[src/cer_map.vh]
// Constants for the configurable embedded RAM family
`ifndef CER_MAP_VH
`define CER_MAP_VH

`define CER_VAR_SMALL     0
`define CER_VAR_MEDIUM    1
`define CER_VAR_LARGE     2

`define CER_MODE_SP       0
`define CER_MODE_SDP      1
`define CER_MODE_TDP      2
`define CER_MODE_ROM      3
`define CER_MODE_FIFO     4
`define CER_MODE_SHIFT    5

`define CER_SMALL_DEPTH   32
`define CER_SMALL_WIDTH   18
`define CER_MEDIUM_DEPTH  128
`define CER_MEDIUM_WIDTH  36
`define CER_LARGE_DEPTH   4096
`define CER_LARGE_WIDTH   144

`define CER_SMALL_BITS    576
`define CER_MEDIUM_BITS   4608

`define CER_LANE_W        9
`define CER_LINK_W        16

`define CER_OUT_CLR_BIT   1'h0
`define CER_RDW_FILL_BIT  1'h1
`define CER_INIT_SEED     32'h00000000

`endif

[src/cer_out_stage.v]
// Per-port output register with bypass and immediate asynchronous clear
`timescale 1ns/1ps
`default_nettype none
`include "cer_map.vh"

module cer_out_stage #(
    parameter WIDTH   = 36,
    parameter REG_OUT = 1
) (
    input  wire             clk,
    input  wire             reset_n,
    input  wire             outClr,
    input  wire             capEn,
    input  wire [WIDTH-1:0] rawData,
    output wire [WIDTH-1:0] dataOut
);
    reg  [WIDTH-1:0] stage_r;
    // Clear acts without a clock, so a registered output drops at once; in bypass it has no effect
    wire             stageRst = ~reset_n | outClr;

    always @(posedge clk or posedge stageRst) begin
        if (stageRst) begin
            stage_r <= {WIDTH{`CER_OUT_CLR_BIT}};
        end else if (capEn) begin
            stage_r <= rawData;
        end
    end

    assign dataOut = (REG_OUT != 0) ? stage_r : rawData;
endmodule // cer_out_stage

`default_nettype wire

[src/cer_ram.v]
// Configurable embedded RAM block: small, medium or large variant
`timescale 1ns/1ps
`default_nettype none
`include "cer_map.vh"

// Notes on behaviour
// - Variants do RAM, FIFO, parity width; ROM on small/medium only
// - Small: 576 bits, no true dual-port
// - Small write regs share one clock
// - Small read side may use either clock
// - Small has read/write and input/output modes
// - Only data output register may be bypassed
// - Medium: 4608 bits, true dual-port capable
// - Medium port B registers use either clock; port A registers stay on clock A
// - Medium ports have separate clock, enable, clear
// - Small/medium contents preload from init image
// - Input clear immediate, output changes next edge
// - Output clear shows at registered output immediately
// - Sixteen direct inputs from each side
// - Large is synchronous, all inputs registered
// - Large contents undefined after power-up
module cer_ram #(
    parameter VARIANT   = `CER_VAR_MEDIUM,
    parameter MODE      = `CER_MODE_SDP,
    parameter REG_OUT_A = 1,
    parameter REG_OUT_B = 1,
    parameter B_CLK_SEL = 1,
    parameter OUT_CLK_SEL = 1,
    parameter OLD_DATA  = 0,
    parameter INIT_EN   = 1,
    // Shape follows the variant; the port list needs it before the body
    parameter DEPTH     = (VARIANT == `CER_VAR_SMALL)  ? `CER_SMALL_DEPTH :
                          (VARIANT == `CER_VAR_MEDIUM) ? `CER_MEDIUM_DEPTH : `CER_LARGE_DEPTH,
    parameter WIDTH     = (VARIANT == `CER_VAR_SMALL)  ? `CER_SMALL_WIDTH :
                          (VARIANT == `CER_VAR_MEDIUM) ? `CER_MEDIUM_WIDTH : `CER_LARGE_WIDTH,
    parameter ADDR_W    = $clog2(DEPTH),
    parameter LANES     = WIDTH / `CER_LANE_W
) (
    input  wire                                   clk,
    input  wire                                   reset_n,
    input  wire                                   clockEnA,
    input  wire                                   clockEnB,
    input  wire                                   inClrA,
    input  wire                                   inClrB,
    input  wire                                   outClrA,
    input  wire                                   outClrB,
    input  wire                                   weA,
    input  wire [ADDR_W-1:0]                      addrA,
    input  wire [WIDTH-1:0]                       wrDataA,
    input  wire [LANES-1:0]                       byteEnA,
    input  wire                                   linkSelA,
    input  wire [`CER_LINK_W-1:0]                 leftLink,
    input  wire [`CER_LINK_W-1:0]                 rightLink,
    input  wire                                   weB,
    input  wire                                   reB,
    input  wire [ADDR_W-1:0]                      addrB,
    input  wire [WIDTH-1:0]                       wrDataB,
    input  wire [LANES-1:0]                       byteEnB,
    output wire [WIDTH-1:0]                       rdDataA,
    output wire [WIDTH-1:0]                       rdDataB,
    output wire                                   fifoFull,
    output wire                                   fifoEmpty,
    output wire                                   initBusy
);
    localparam IS_LARGE = (VARIANT == `CER_VAR_LARGE);

    // Modes a variant lacks fall back to its nearest native form
    localparam EMODE =
        (MODE == `CER_MODE_TDP && VARIANT == `CER_VAR_SMALL) ? `CER_MODE_SDP :
        (MODE == `CER_MODE_ROM && IS_LARGE) ? `CER_MODE_TDP :
        (MODE == `CER_MODE_SHIFT && IS_LARGE) ? `CER_MODE_SDP : MODE;
    localparam KEEP_OLD = (OLD_DATA != 0) && !IS_LARGE;
    localparam DO_INIT  = (INIT_EN != 0) && !IS_LARGE;

    localparam ST_IDLE = 3'h1;
    localparam ST_INIT = 3'h2;
    localparam ST_RUN  = 3'h4;

    function [WIDTH-1:0] mergeLanes;
        input [WIDTH-1:0] oldWord;
        input [WIDTH-1:0] newWord;
        input [LANES-1:0] be;
        integer i;
        begin
            for (i = 0; i < WIDTH; i = i + 1) begin
                mergeLanes[i] = be[i / `CER_LANE_W] ? newWord[i] : oldWord[i];
            end
        end
    endfunction

    function [WIDTH-1:0] padWord;
        input [31:0] src;
        integer i;
        begin
            for (i = 0; i < WIDTH; i = i + 1) begin
                padWord[i] = (i < 32) ? src[i] : 1'h0;
            end
        end
    endfunction

    reg  [WIDTH-1:0]  mem [0:DEPTH-1];
    reg  [2:0]        state_r;
    reg  [2:0]        state_nxt;
    reg  [ADDR_W-1:0] initPtr_r;

    // Port A input registers, all on clock A
    reg               aGo_r;
    reg               aWe_r;
    reg  [ADDR_W-1:0] aAddr_r;
    reg  [WIDTH-1:0]  aData_r;
    reg  [LANES-1:0]  aBe_r;
    // Port B input registers, on the selected clock
    reg               bGo_r;
    reg               bWe_r;
    reg               bRd_r;
    reg  [ADDR_W-1:0] bAddr_r;
    reg  [WIDTH-1:0]  bData_r;
    reg  [LANES-1:0]  bBe_r;

    reg  [WIDTH-1:0]  rawA_r;
    reg  [WIDTH-1:0]  rawB_r;
    reg  [ADDR_W-1:0] wPtr_r;
    reg  [ADDR_W-1:0] rPtr_r;
    reg  [ADDR_W:0]   count_r;

    wire running = (state_r == ST_RUN);
    wire enB     = (B_CLK_SEL != 0) ? clockEnB : clockEnA;
    wire enOut   = (OUT_CLK_SEL != 0) ? clockEnB : clockEnA;
    wire aInRst  = ~reset_n | inClrA;
    wire bInRst  = ~reset_n | inClrB;
    wire [WIDTH-1:0] linkWord = padWord({rightLink, leftLink});

    assign initBusy  = ~running;
    assign fifoFull  = (count_r == DEPTH[ADDR_W:0]);
    assign fifoEmpty = (count_r == {(ADDR_W+1){1'h0}});

    always @* begin
        state_nxt = state_r;
        case (state_r)
            ST_IDLE: state_nxt = DO_INIT ? ST_INIT : ST_RUN;
            ST_INIT: if (initPtr_r == DEPTH[ADDR_W-1:0] - 1'h1) state_nxt = ST_RUN;
            ST_RUN:  state_nxt = ST_RUN;
            default: state_nxt = ST_IDLE;
        endcase
    end

    always @(posedge clk or negedge reset_n) begin
        if (!reset_n) begin
            state_r   <= ST_IDLE;
            initPtr_r <= {ADDR_W{1'h0}};
        end else begin
            state_r <= state_nxt;
            if (state_r == ST_INIT) begin
                initPtr_r <= initPtr_r + 1'h1;
            end
        end
    end

    // Clear empties the input registers now; memory sees it next edge
    always @(posedge clk or posedge aInRst) begin
        if (aInRst) begin
            aGo_r   <= 1'h0;
            aWe_r   <= 1'h0;
            aAddr_r <= {ADDR_W{1'h0}};
            aData_r <= {WIDTH{1'h0}};
            aBe_r   <= {LANES{1'h0}};
        end else begin
            aGo_r <= clockEnA & running;
            if (clockEnA) begin
                aWe_r   <= weA & (EMODE != `CER_MODE_ROM);
                aAddr_r <= addrA;
                aData_r <= linkSelA ? linkWord : wrDataA;
                aBe_r   <= byteEnA;
            end
        end
    end

    always @(posedge clk or posedge bInRst) begin
        if (bInRst) begin
            bGo_r   <= 1'h0;
            bWe_r   <= 1'h0;
            bRd_r   <= 1'h0;
            bAddr_r <= {ADDR_W{1'h0}};
            bData_r <= {WIDTH{1'h0}};
            bBe_r   <= {LANES{1'h0}};
        end else begin
            bGo_r <= enB & running;
            if (enB) begin
                bWe_r   <= weB & (EMODE == `CER_MODE_TDP);
                bRd_r   <= reB;
                bAddr_r <= addrB;
                bData_r <= wrDataB;
                bBe_r   <= byteEnB;
            end
        end
    end

    wire isFifo  = (EMODE == `CER_MODE_FIFO);
    wire isShift = (EMODE == `CER_MODE_SHIFT);
    wire pushA   = aGo_r & aWe_r & isFifo & ~fifoFull;
    wire popB    = bGo_r & bRd_r & isFifo & ~fifoEmpty;
    wire wrA     = aGo_r & aWe_r & (~isFifo | ~fifoFull);
    wire wrB     = bGo_r & bWe_r;
    wire [ADDR_W-1:0] wAddrA = isFifo ? wPtr_r : (isShift ? rPtr_r : aAddr_r);
    wire rdA     = aGo_r & ~aWe_r & (EMODE == `CER_MODE_SP || EMODE == `CER_MODE_TDP ||
                                     EMODE == `CER_MODE_ROM);
    wire rdB     = bGo_r & bRd_r & ~bWe_r &
                   (EMODE == `CER_MODE_SDP || EMODE == `CER_MODE_TDP);
    wire hitB    = rdB & wrA & (wAddrA == bAddr_r);
    wire hitA    = rdA & wrB & (bAddr_r == aAddr_r);

    // Init walk fills the array before ports are let
    always @(posedge clk) begin
        if (state_r == ST_INIT) begin
            mem[initPtr_r] <= padWord(`CER_INIT_SEED ^ {{(32-ADDR_W){1'h0}}, initPtr_r});
        end else begin
            if (wrA) begin
                mem[wAddrA] <= mergeLanes(mem[wAddrA], aData_r, aBe_r);
            end
            // Same-word double write: port B lands last
            if (wrB) begin
                mem[bAddr_r] <= mergeLanes(mem[bAddr_r], bData_r, bBe_r);
            end
        end
    end

    always @(posedge clk or negedge reset_n) begin
        if (!reset_n) begin
            rawA_r  <= {WIDTH{1'h0}};
            rawB_r  <= {WIDTH{1'h0}};
            wPtr_r  <= {ADDR_W{1'h0}};
            rPtr_r  <= {ADDR_W{1'h0}};
            count_r <= {(ADDR_W+1){1'h0}};
        end else begin
            if (rdA) begin
                rawA_r <= (hitA && !KEEP_OLD) ? {WIDTH{`CER_RDW_FILL_BIT}} : mem[aAddr_r];
            end
            if (rdB) begin
                rawB_r <= (hitB && !KEEP_OLD) ? {WIDTH{`CER_RDW_FILL_BIT}} : mem[bAddr_r];
            end else if (popB) begin
                rawB_r <= mem[rPtr_r];
            end else if (isShift && wrA) begin
                // Tap word leaves one full depth after entering
                rawB_r <= mem[rPtr_r];
            end
            if (pushA) begin
                wPtr_r <= wPtr_r + 1'h1;
            end
            if (popB || (isShift && wrA)) begin
                rPtr_r <= rPtr_r + 1'h1;
            end
            if (pushA && !popB) begin
                count_r <= count_r + 1'h1;
            end else if (popB && !pushA) begin
                count_r <= count_r - 1'h1;
            end
        end
    end

    cer_out_stage #(
        .WIDTH   (WIDTH),
        .REG_OUT (REG_OUT_A)
    ) u_out_a (
        .clk     (clk),
        .reset_n (reset_n),
        .outClr  (outClrA),
        .capEn   (clockEnA),
        .rawData (rawA_r),
        .dataOut (rdDataA)
    );

    cer_out_stage #(
        .WIDTH   (WIDTH),
        .REG_OUT (REG_OUT_B)
    ) u_out_b (
        .clk     (clk),
        .reset_n (reset_n),
        .outClr  (outClrB),
        .capEn   (enOut),
        .rawData (rawB_r),
        .dataOut (rdDataB)
    );
endmodule // cer_ram

`default_nettype wire

[config.mk]
export PLATFORM = sky130hd
export DESIGN_NAME = cer_ram
export DESIGN_NICKNAME = d
export VERILOG_FILES = /design/src/cer_out_stage.v /design/src/cer_ram.v
export VERILOG_INCLUDE_DIRS = /design/src
export SDC_FILE = /design/constraint.sdc
export NUM_CORES = 2
export LEC_CHECK = 0
export ABC_CLOCK_PERIOD_IN_PS = 9300
export BUFFER_PORTS_ARGS = -buffer_cell sky130_fd_sc_hd__buf_2
export CORE_MARGIN = 1
export CORE_UTILIZATION = 57
export DETAILED_ROUTE_END_ITERATION = 8
export GPL_ROUTABILITY_DRIVEN = 0
export PLACE_DENSITY = 0.76
export SLEW_MARGIN = 5
export SYNTH_ARGS = -nofsm -noshare
export SYNTH_HDL_FRONTEND = slang
export SYNTH_HIERARCHICAL = 1
export SYNTH_MEMORY_MAX_BITS = 65536
export SYNTH_SLANG_ARGS = --single-unit
[constraint.sdc]
create_clock -name clk -period 9.3 [get_ports clk]
set_clock_uncertainty 0.15 [all_clocks]
set_input_delay 1.395 -clock clk [delete_from_list [all_inputs] [get_ports clk]]
set_output_delay 1.395 -clock clk [all_outputs]
set_load 0.005 [all_outputs]
==> Word-level counts from Yosys, hierarchy flattened <==
Memory sizes are Yosys's and may differ from the RTL's.
Index checks and enable logic that the tools add are counted.
{ "op_classes": {"add_sub_neg": 1, "n_eq_ne": 10, "muxes": 48, "bitwise": 11, "reduce_logical": 5} }
{ "op_table": {"columns": ["operator", "count"], "rows": [
  ["36-bit 2-to-1 mux", 3],
  ["1-bit 2-to-1 mux", 41],
  ["36-bit OR reduction", 1],
  ["3-bit one-hot mux with 3 select lines", 1],
  ["2-bit AND reduction", 4],
  ["7-bit by 1-bit adder with 7-bit output (second input constant)", 1],
  ["7-bit equality test", 1],
  ["7-bit equality test (second input constant)", 1],
  ["7-bit 2-to-1 mux", 1],
  ["1-bit bitwise AND", 6],
  ["4-bit 2-to-1 mux", 1],
  ["1-bit inequality test (second input constant)", 4],
  ["3-bit by 1-bit equality test with 1-bit output (second input constant)", 1],
  ["3-bit by 2-bit equality test with 1-bit output (second input constant)", 1],
  ["3-bit equality test (second input constant)", 1],
  ["3-bit 2-to-1 mux", 1],
  ["1-bit bitwise OR", 3],
  ["2-bit inequality test (second input constant)", 1],
  ["1-bit NOT", 2]
]} }
{ "totals": {"regBits": 140, "mem_bits_rw": 4608, "in_bits": 138, "out_inout_bits": 75, "n_memories": 1} }
{ "memory_table": {"columns": ["name", "depth", "width", "rd", "rd_clocked_by_memory_dff", "write_ports", "line", "text"], "rows": [
  ["mem", 128, 36, 1, 0, 1, "cer_ram.v:101", "reg [WIDTH-1:0] mem [0:DEPTH-1];"]
]} }

==> Depth between registers and ports, before layout <==
{ "depth": {"ltp_word": 7, "ltp_mapped": 12, "mapped_depth_nobuf": 6} }

==> Hierarchy <==
Netlist, hierarchy kept.
{ "modules_own_cells": {"columns": ["module", "n_inst", "cells_each", "area_each_um2", "seq_area_each_um2"], "rows": [
  ["cer_ram", 1, 8711, 182755.3, 140976.5],
  ["cer_out_stage", 2, 77, 1496.4, 900.9]
]} }

==> Worst setup path after synthesis <==
Ideal clock, no wire load.
{ "synth_path": {"path_type": "flip-flop to flip-flop", "from": "reg state_r[0]", "to": "mem mem[0][32] (data pin)", "setup_ps": 1512, "arrival_ps": 7685, "required_time_ps": 7638, "setup_slack_ps": -47, "path_stages_with_launch": 4, "synth_period_minus_slack_ps": 9347, "cell_sequence": "dfstp_2 > nor3b_2 > clkbuf_1 > nor4_1"} }
{ "synth_between": {"elab_chain_len": 6, "word_cells_on_any_way": 9, "classes_between": "eq/ne (1); mux (3); reduce/logical (5)"} }
{ "synth_lines": {"columns": ["item", "line", "text"], "rows": [
  ["start, declared", "cer_ram.v:102", "reg [2:0] state_r;"],
  ["start signal, assigned", "cer_ram.v:152", "state_r <= state_nxt;"],
  ["3-bit by 2-bit equality test with 1-bit output *", "cer_ram.v:214", "if (state_r == ST_INIT) begin"],
  ["1-bit 2-to-1 mux *", "cer_ram.v:214", null],
  ["1-bit 2-to-1 mux (not written as such) *", "cer_ram.v:218", "mem[wAddrA] <= mergeLanes(mem[wAddrA], aData_r, aBe_r);"],
  ["2-bit AND reduction (no line)", null, null],
  ["36-bit OR reduction (no line) *", null, null],
  ["36-bit 2-to-1 mux (no line) *", null, null],
  ["end, declared", "cer_ram.v:101", null]
]} }
Every way passes the cells marked *; elsewhere a longest branch is shown, timed or not.

==> Worst setup path in the final report <==
{ "layout_path": {"from": "reg aBe_r[0]", "to": "mem mem[99][5] (enable)"} }
{ "layout_between": {"elab_chain_len": 4, "word_cells_on_any_way": 5, "classes_between": "eq/ne (1); mux (2); reduce/logical (2)"} }
{ "layout_lines": {"columns": ["item", "line", "text"], "rows": [
  ["start, declared", "cer_ram.v:111", "reg [LANES-1:0] aBe_r;"],
  ["start signal, assigned", "cer_ram.v:166", "aBe_r <= {LANES{1'h0}};"],
  ["start signal, assigned", "cer_ram.v:173", "aBe_r <= byteEnA;"],
  ["1-bit inequality test (no line) *", null, null],
  ["2-bit AND reduction (no line) *", null, null],
  ["36-bit OR reduction (no line)", null, null],
  ["7-bit 2-to-1 mux (no line) or 4-bit 2-to-1 mux (tied branches)", null, null]
]} }
Marked as above.

==> flow_metrics.tcl <==
set metrics [dict create \
    status "finished, violations left" \
    violations "design-rule violations" \
    synth-edff-count 4608 \
    die-area_um2 328000 \
    synth_top_area_share 0.745 \
    path_max_fanout 39 \
    io_pins 213 \
    yosysMostFrequentCell "edfxtp_1" \
    wl_mm 483 \
    hold_violations 0 \
    drt_iter0_markers 13800 \
    p_per_area_nw_per_um2 211 \
    crit_type "reg2reg" \
    initial_utilization 0.573 \
    max_freq_ghz 0.202 \
    grt_first_pass_wirelength_mm 684 \
    drv_cap 0 \
    synth_ff_type "edfxtp_1" \
    worst_pin_slew_ns 1.28 \
    die_x_um 573 \
    dr.pass1.iters 8 \
    wire_per_inst_um 34.8 \
    rsz0062_at_grt "no" \
    ys_top_cells_by_area "edfxtp_1 74%, mux4_2 12%, mux2i_1 2.6%" \
    route.detailed.drc 24 \
    cts_buffers 453 \
    clk-insertion-delay-late_ns 1.02 \
    grt_usage 0.293 \
    period_needed_ns 4.94 \
    setup_violations 0 \
    yosys_warnings 6 \
    tns_ns 0 \
    antenna_found_initial 27 \
    setup.worst_path.end_class "register" \
    yosysSeqAreaShare 0.769 \
    syn_avg_cell_area_um2 21.0 \
    cts_sinks 4784 \
    hpwl_mm 288 \
    ir_worst_vdd_mv 0.172 \
    grt-ovfl-total 0 \
    slew_headroom 0.146 \
    hold_class "in2async" \
    drive_gt1_frac 0.247 \
    vias_per_cell 6.80 \
    grt_pass1_vias 93900 \
    dieHeight_um 573 \
    cts_htree_levels 5 \
    final_util 0.634 \
    area_growth_pct 10.7 \
    cts.repair.resized 0 \
    num_vias 94600 \
    cts_root_buffer "clkbuf_16" \
    io_buffers 169 \
    required_ns 9.75 \
    timing.final.ws_setup_ns 4.36 \
    async_flop_share 0.0368 \
    post_cts_buffers 0 \
    final-max-slew-violation-count 0 \
    cts_tree "built" \
    netlist_top_cells_count "4608 x edfxtp_1, 970 x mux4_2, 623 x nor2_1" \
    nets 9299 \
    cp.arrival_ns 5.39 \
    pre_cts_ws_ns 4.45 \
    synth_top_cell_by_area "edfxtp_1" \
    coreArea_um2 324000 \
    postSynthCellCount 8865 \
    grt_max_degree 141 \
    synth_cell_types 72 \
    cellLeakagePower_nw 55.8 \
    syn_area_um2 186000 \
    num_rows 209 \
    clk_path_buf_depth 4 \
    antenna_left 0 \
    cts_hold_buf 0 \
    finalCritPeriodShare 0.531 \
    start_kind "register" \
    ys_ff_latch 4784 \
    clk_pin_slew_ns 0.06 \
]
stage by stage:
stage          std cells  hold slack, ns  area (um^2)  power, mW
2_1_floorplan       8901           0.315       186000       25.1
3_5_place_dp       13000           0.341       191000       25.7
6_report           13900           0.322       206000       43.3
4_1_cts            13900           0.287       206000       43.3
3_3_place_gp       13000           0.338       191000       25.7
5_1_grt            13900           0.334       206000       44.2
report_power, final:
group / switching (mW) / leakage (nW) / internal (mW) / total, mW
combinational: 1.28 / 12.8 / 0.672 / 1.95
sequential: 0.0692 / 35.9 / 23.3 / 23.4
clock: 8.04 / 7.05 / 9.97 / 18.0
total: 9.39 / 55.8 / 33.9 / 43.3
cells in the final DEF, fill, tap and decap left out, types with 21 or more instances in the layout:
| cell | netlist | layout |
|---|---|---|
| nor2_1 | 623 | 618 |
| a21oi_1 | 97 | 97 |
| nand3_1 | 27 | 27 |
| conb_1 | 2 | 38 |
| o211ai_1 | 21 | 21 |
| mux2_2 | 199 | 194 |
| dfrtp_1 | 175 | 170 |
| a22oi_1 | 124 | 124 |
| a211oi_1 | 57 | 57 |
| nand2_1 | 176 | 140 |
| clkbuf_1 | 210 | 99 |
| nand4_1 | 23 | 23 |
| a221oi_1 | 76 | 76 |
| clkinv_2 | 0 | 95 |
| bufinv_16 | 0 | 27 |
| buf_4 | 109 | 167 |
| o22ai_1 | 150 | 150 |
| a221o_1 | 21 | 21 |
| clkbuf_16 | 0 | 458 |
| diode_2 | 0 | 23 |
| edfxtp_1 | 4608 | 4608 |
| a31oi_1 | 33 | 33 |
| nor3_1 | 49 | 48 |
| mux4_2 | 970 | 970 |
| clkinv_1 | 0 | 89 |
| mux2_4 | 60 | 65 |
| mux2i_1 | 484 | 484 |
| nand2_2 | 0 | 36 |
| nor2b_1 | 60 | 48 |
| and2_4 | 0 | 26 |
| buf_2 | 160 | 166 |
final cells by class:
type | count | area [um^2]
Tap cell | 4325 | 5410
Clock inverter | 265 | 2310
Antenna cell | 23 | 57.6
Multi-Input combinational cell | 3558 | 40400
Inverter | 9 | 33.8
Timing Repair Buffer | 354 | 2500
Clock buffer | 577 | 12100
Sequential cell | 4784 | 143000
Fill cell | 20700 | 119000
sequential cells by signal (all words and copies together) (netlist names):
signal,count
aAddr_r,7
aBe_r,4
aData_r,36
aGo_r,1
aWe_r,1
bAddr_r,7
bGo_r,1
bRd_r,1
initPtr_r,7
mem,4608
rawB_r,36
state_r,3
u_out_a/dataOut,36
u_out_b/dataOut,36
metal layers:
layer	share of wire	GRT usage	wire length, um	vias up
li1	-	-	-	37300
met1	0.35	0.396	169000	49300
met5	0.00017	0	84	-
met4	0.059	0.152	28700	12
met3	0.12	0.0606	57100	1232
met2	0.47	0.457	229000	6707
path summary, 6_finish.rpt:
path,start,endpoint,slack [ns],depth (start not counted)
worst max register to register,aBe_r[0]$_DFFE_PP0P_,mem[99][5]$_DFFE_PP_,4.36,7
worst min register to register,u_out_a/dataOut[7]$_DFFE_PP0P_,u_out_a/dataOut[7]$_DFFE_PP0P_,0.36,1
worst max-delay path,aBe_r[0]$_DFFE_PP0P_,mem[99][5]$_DFFE_PP_,4.36,7
min in group clk,u_out_a/dataOut[7]$_DFFE_PP0P_,u_out_a/dataOut[7]$_DFFE_PP0P_,0.36,1
max in group asynchronous,reset_n,aData_r[8]$_DFFE_PP0P_,6.52,4
worst min-delay path,reset_n,rawB_r[12]$_DFFE_PN0P_,0.32,1
cell families after synthesis:
group,Yosys count,synth area share
and+or+nand+nor,1069,0.0253
buffers and inverters,559,0.0164
DFF,4784,0.769
xor gates and xnor gates,14,0.000660
muxes,1713,0.161
other,2,0.0000404
adders and majority gates,1,0.0000673
AOI/OAI and AO/OA,723,0.0283
critical path: stages (launching register included):
cell and delay, ns:
dfrtp_1 0.42, nor4_2 0.67, nor3_2 0.10, buf_4 0.30
o31ai_1 0.71, nand2_2 0.72, buf_4 0.50, nor2_1 0.89
Power figures use the tool's default switching activity.
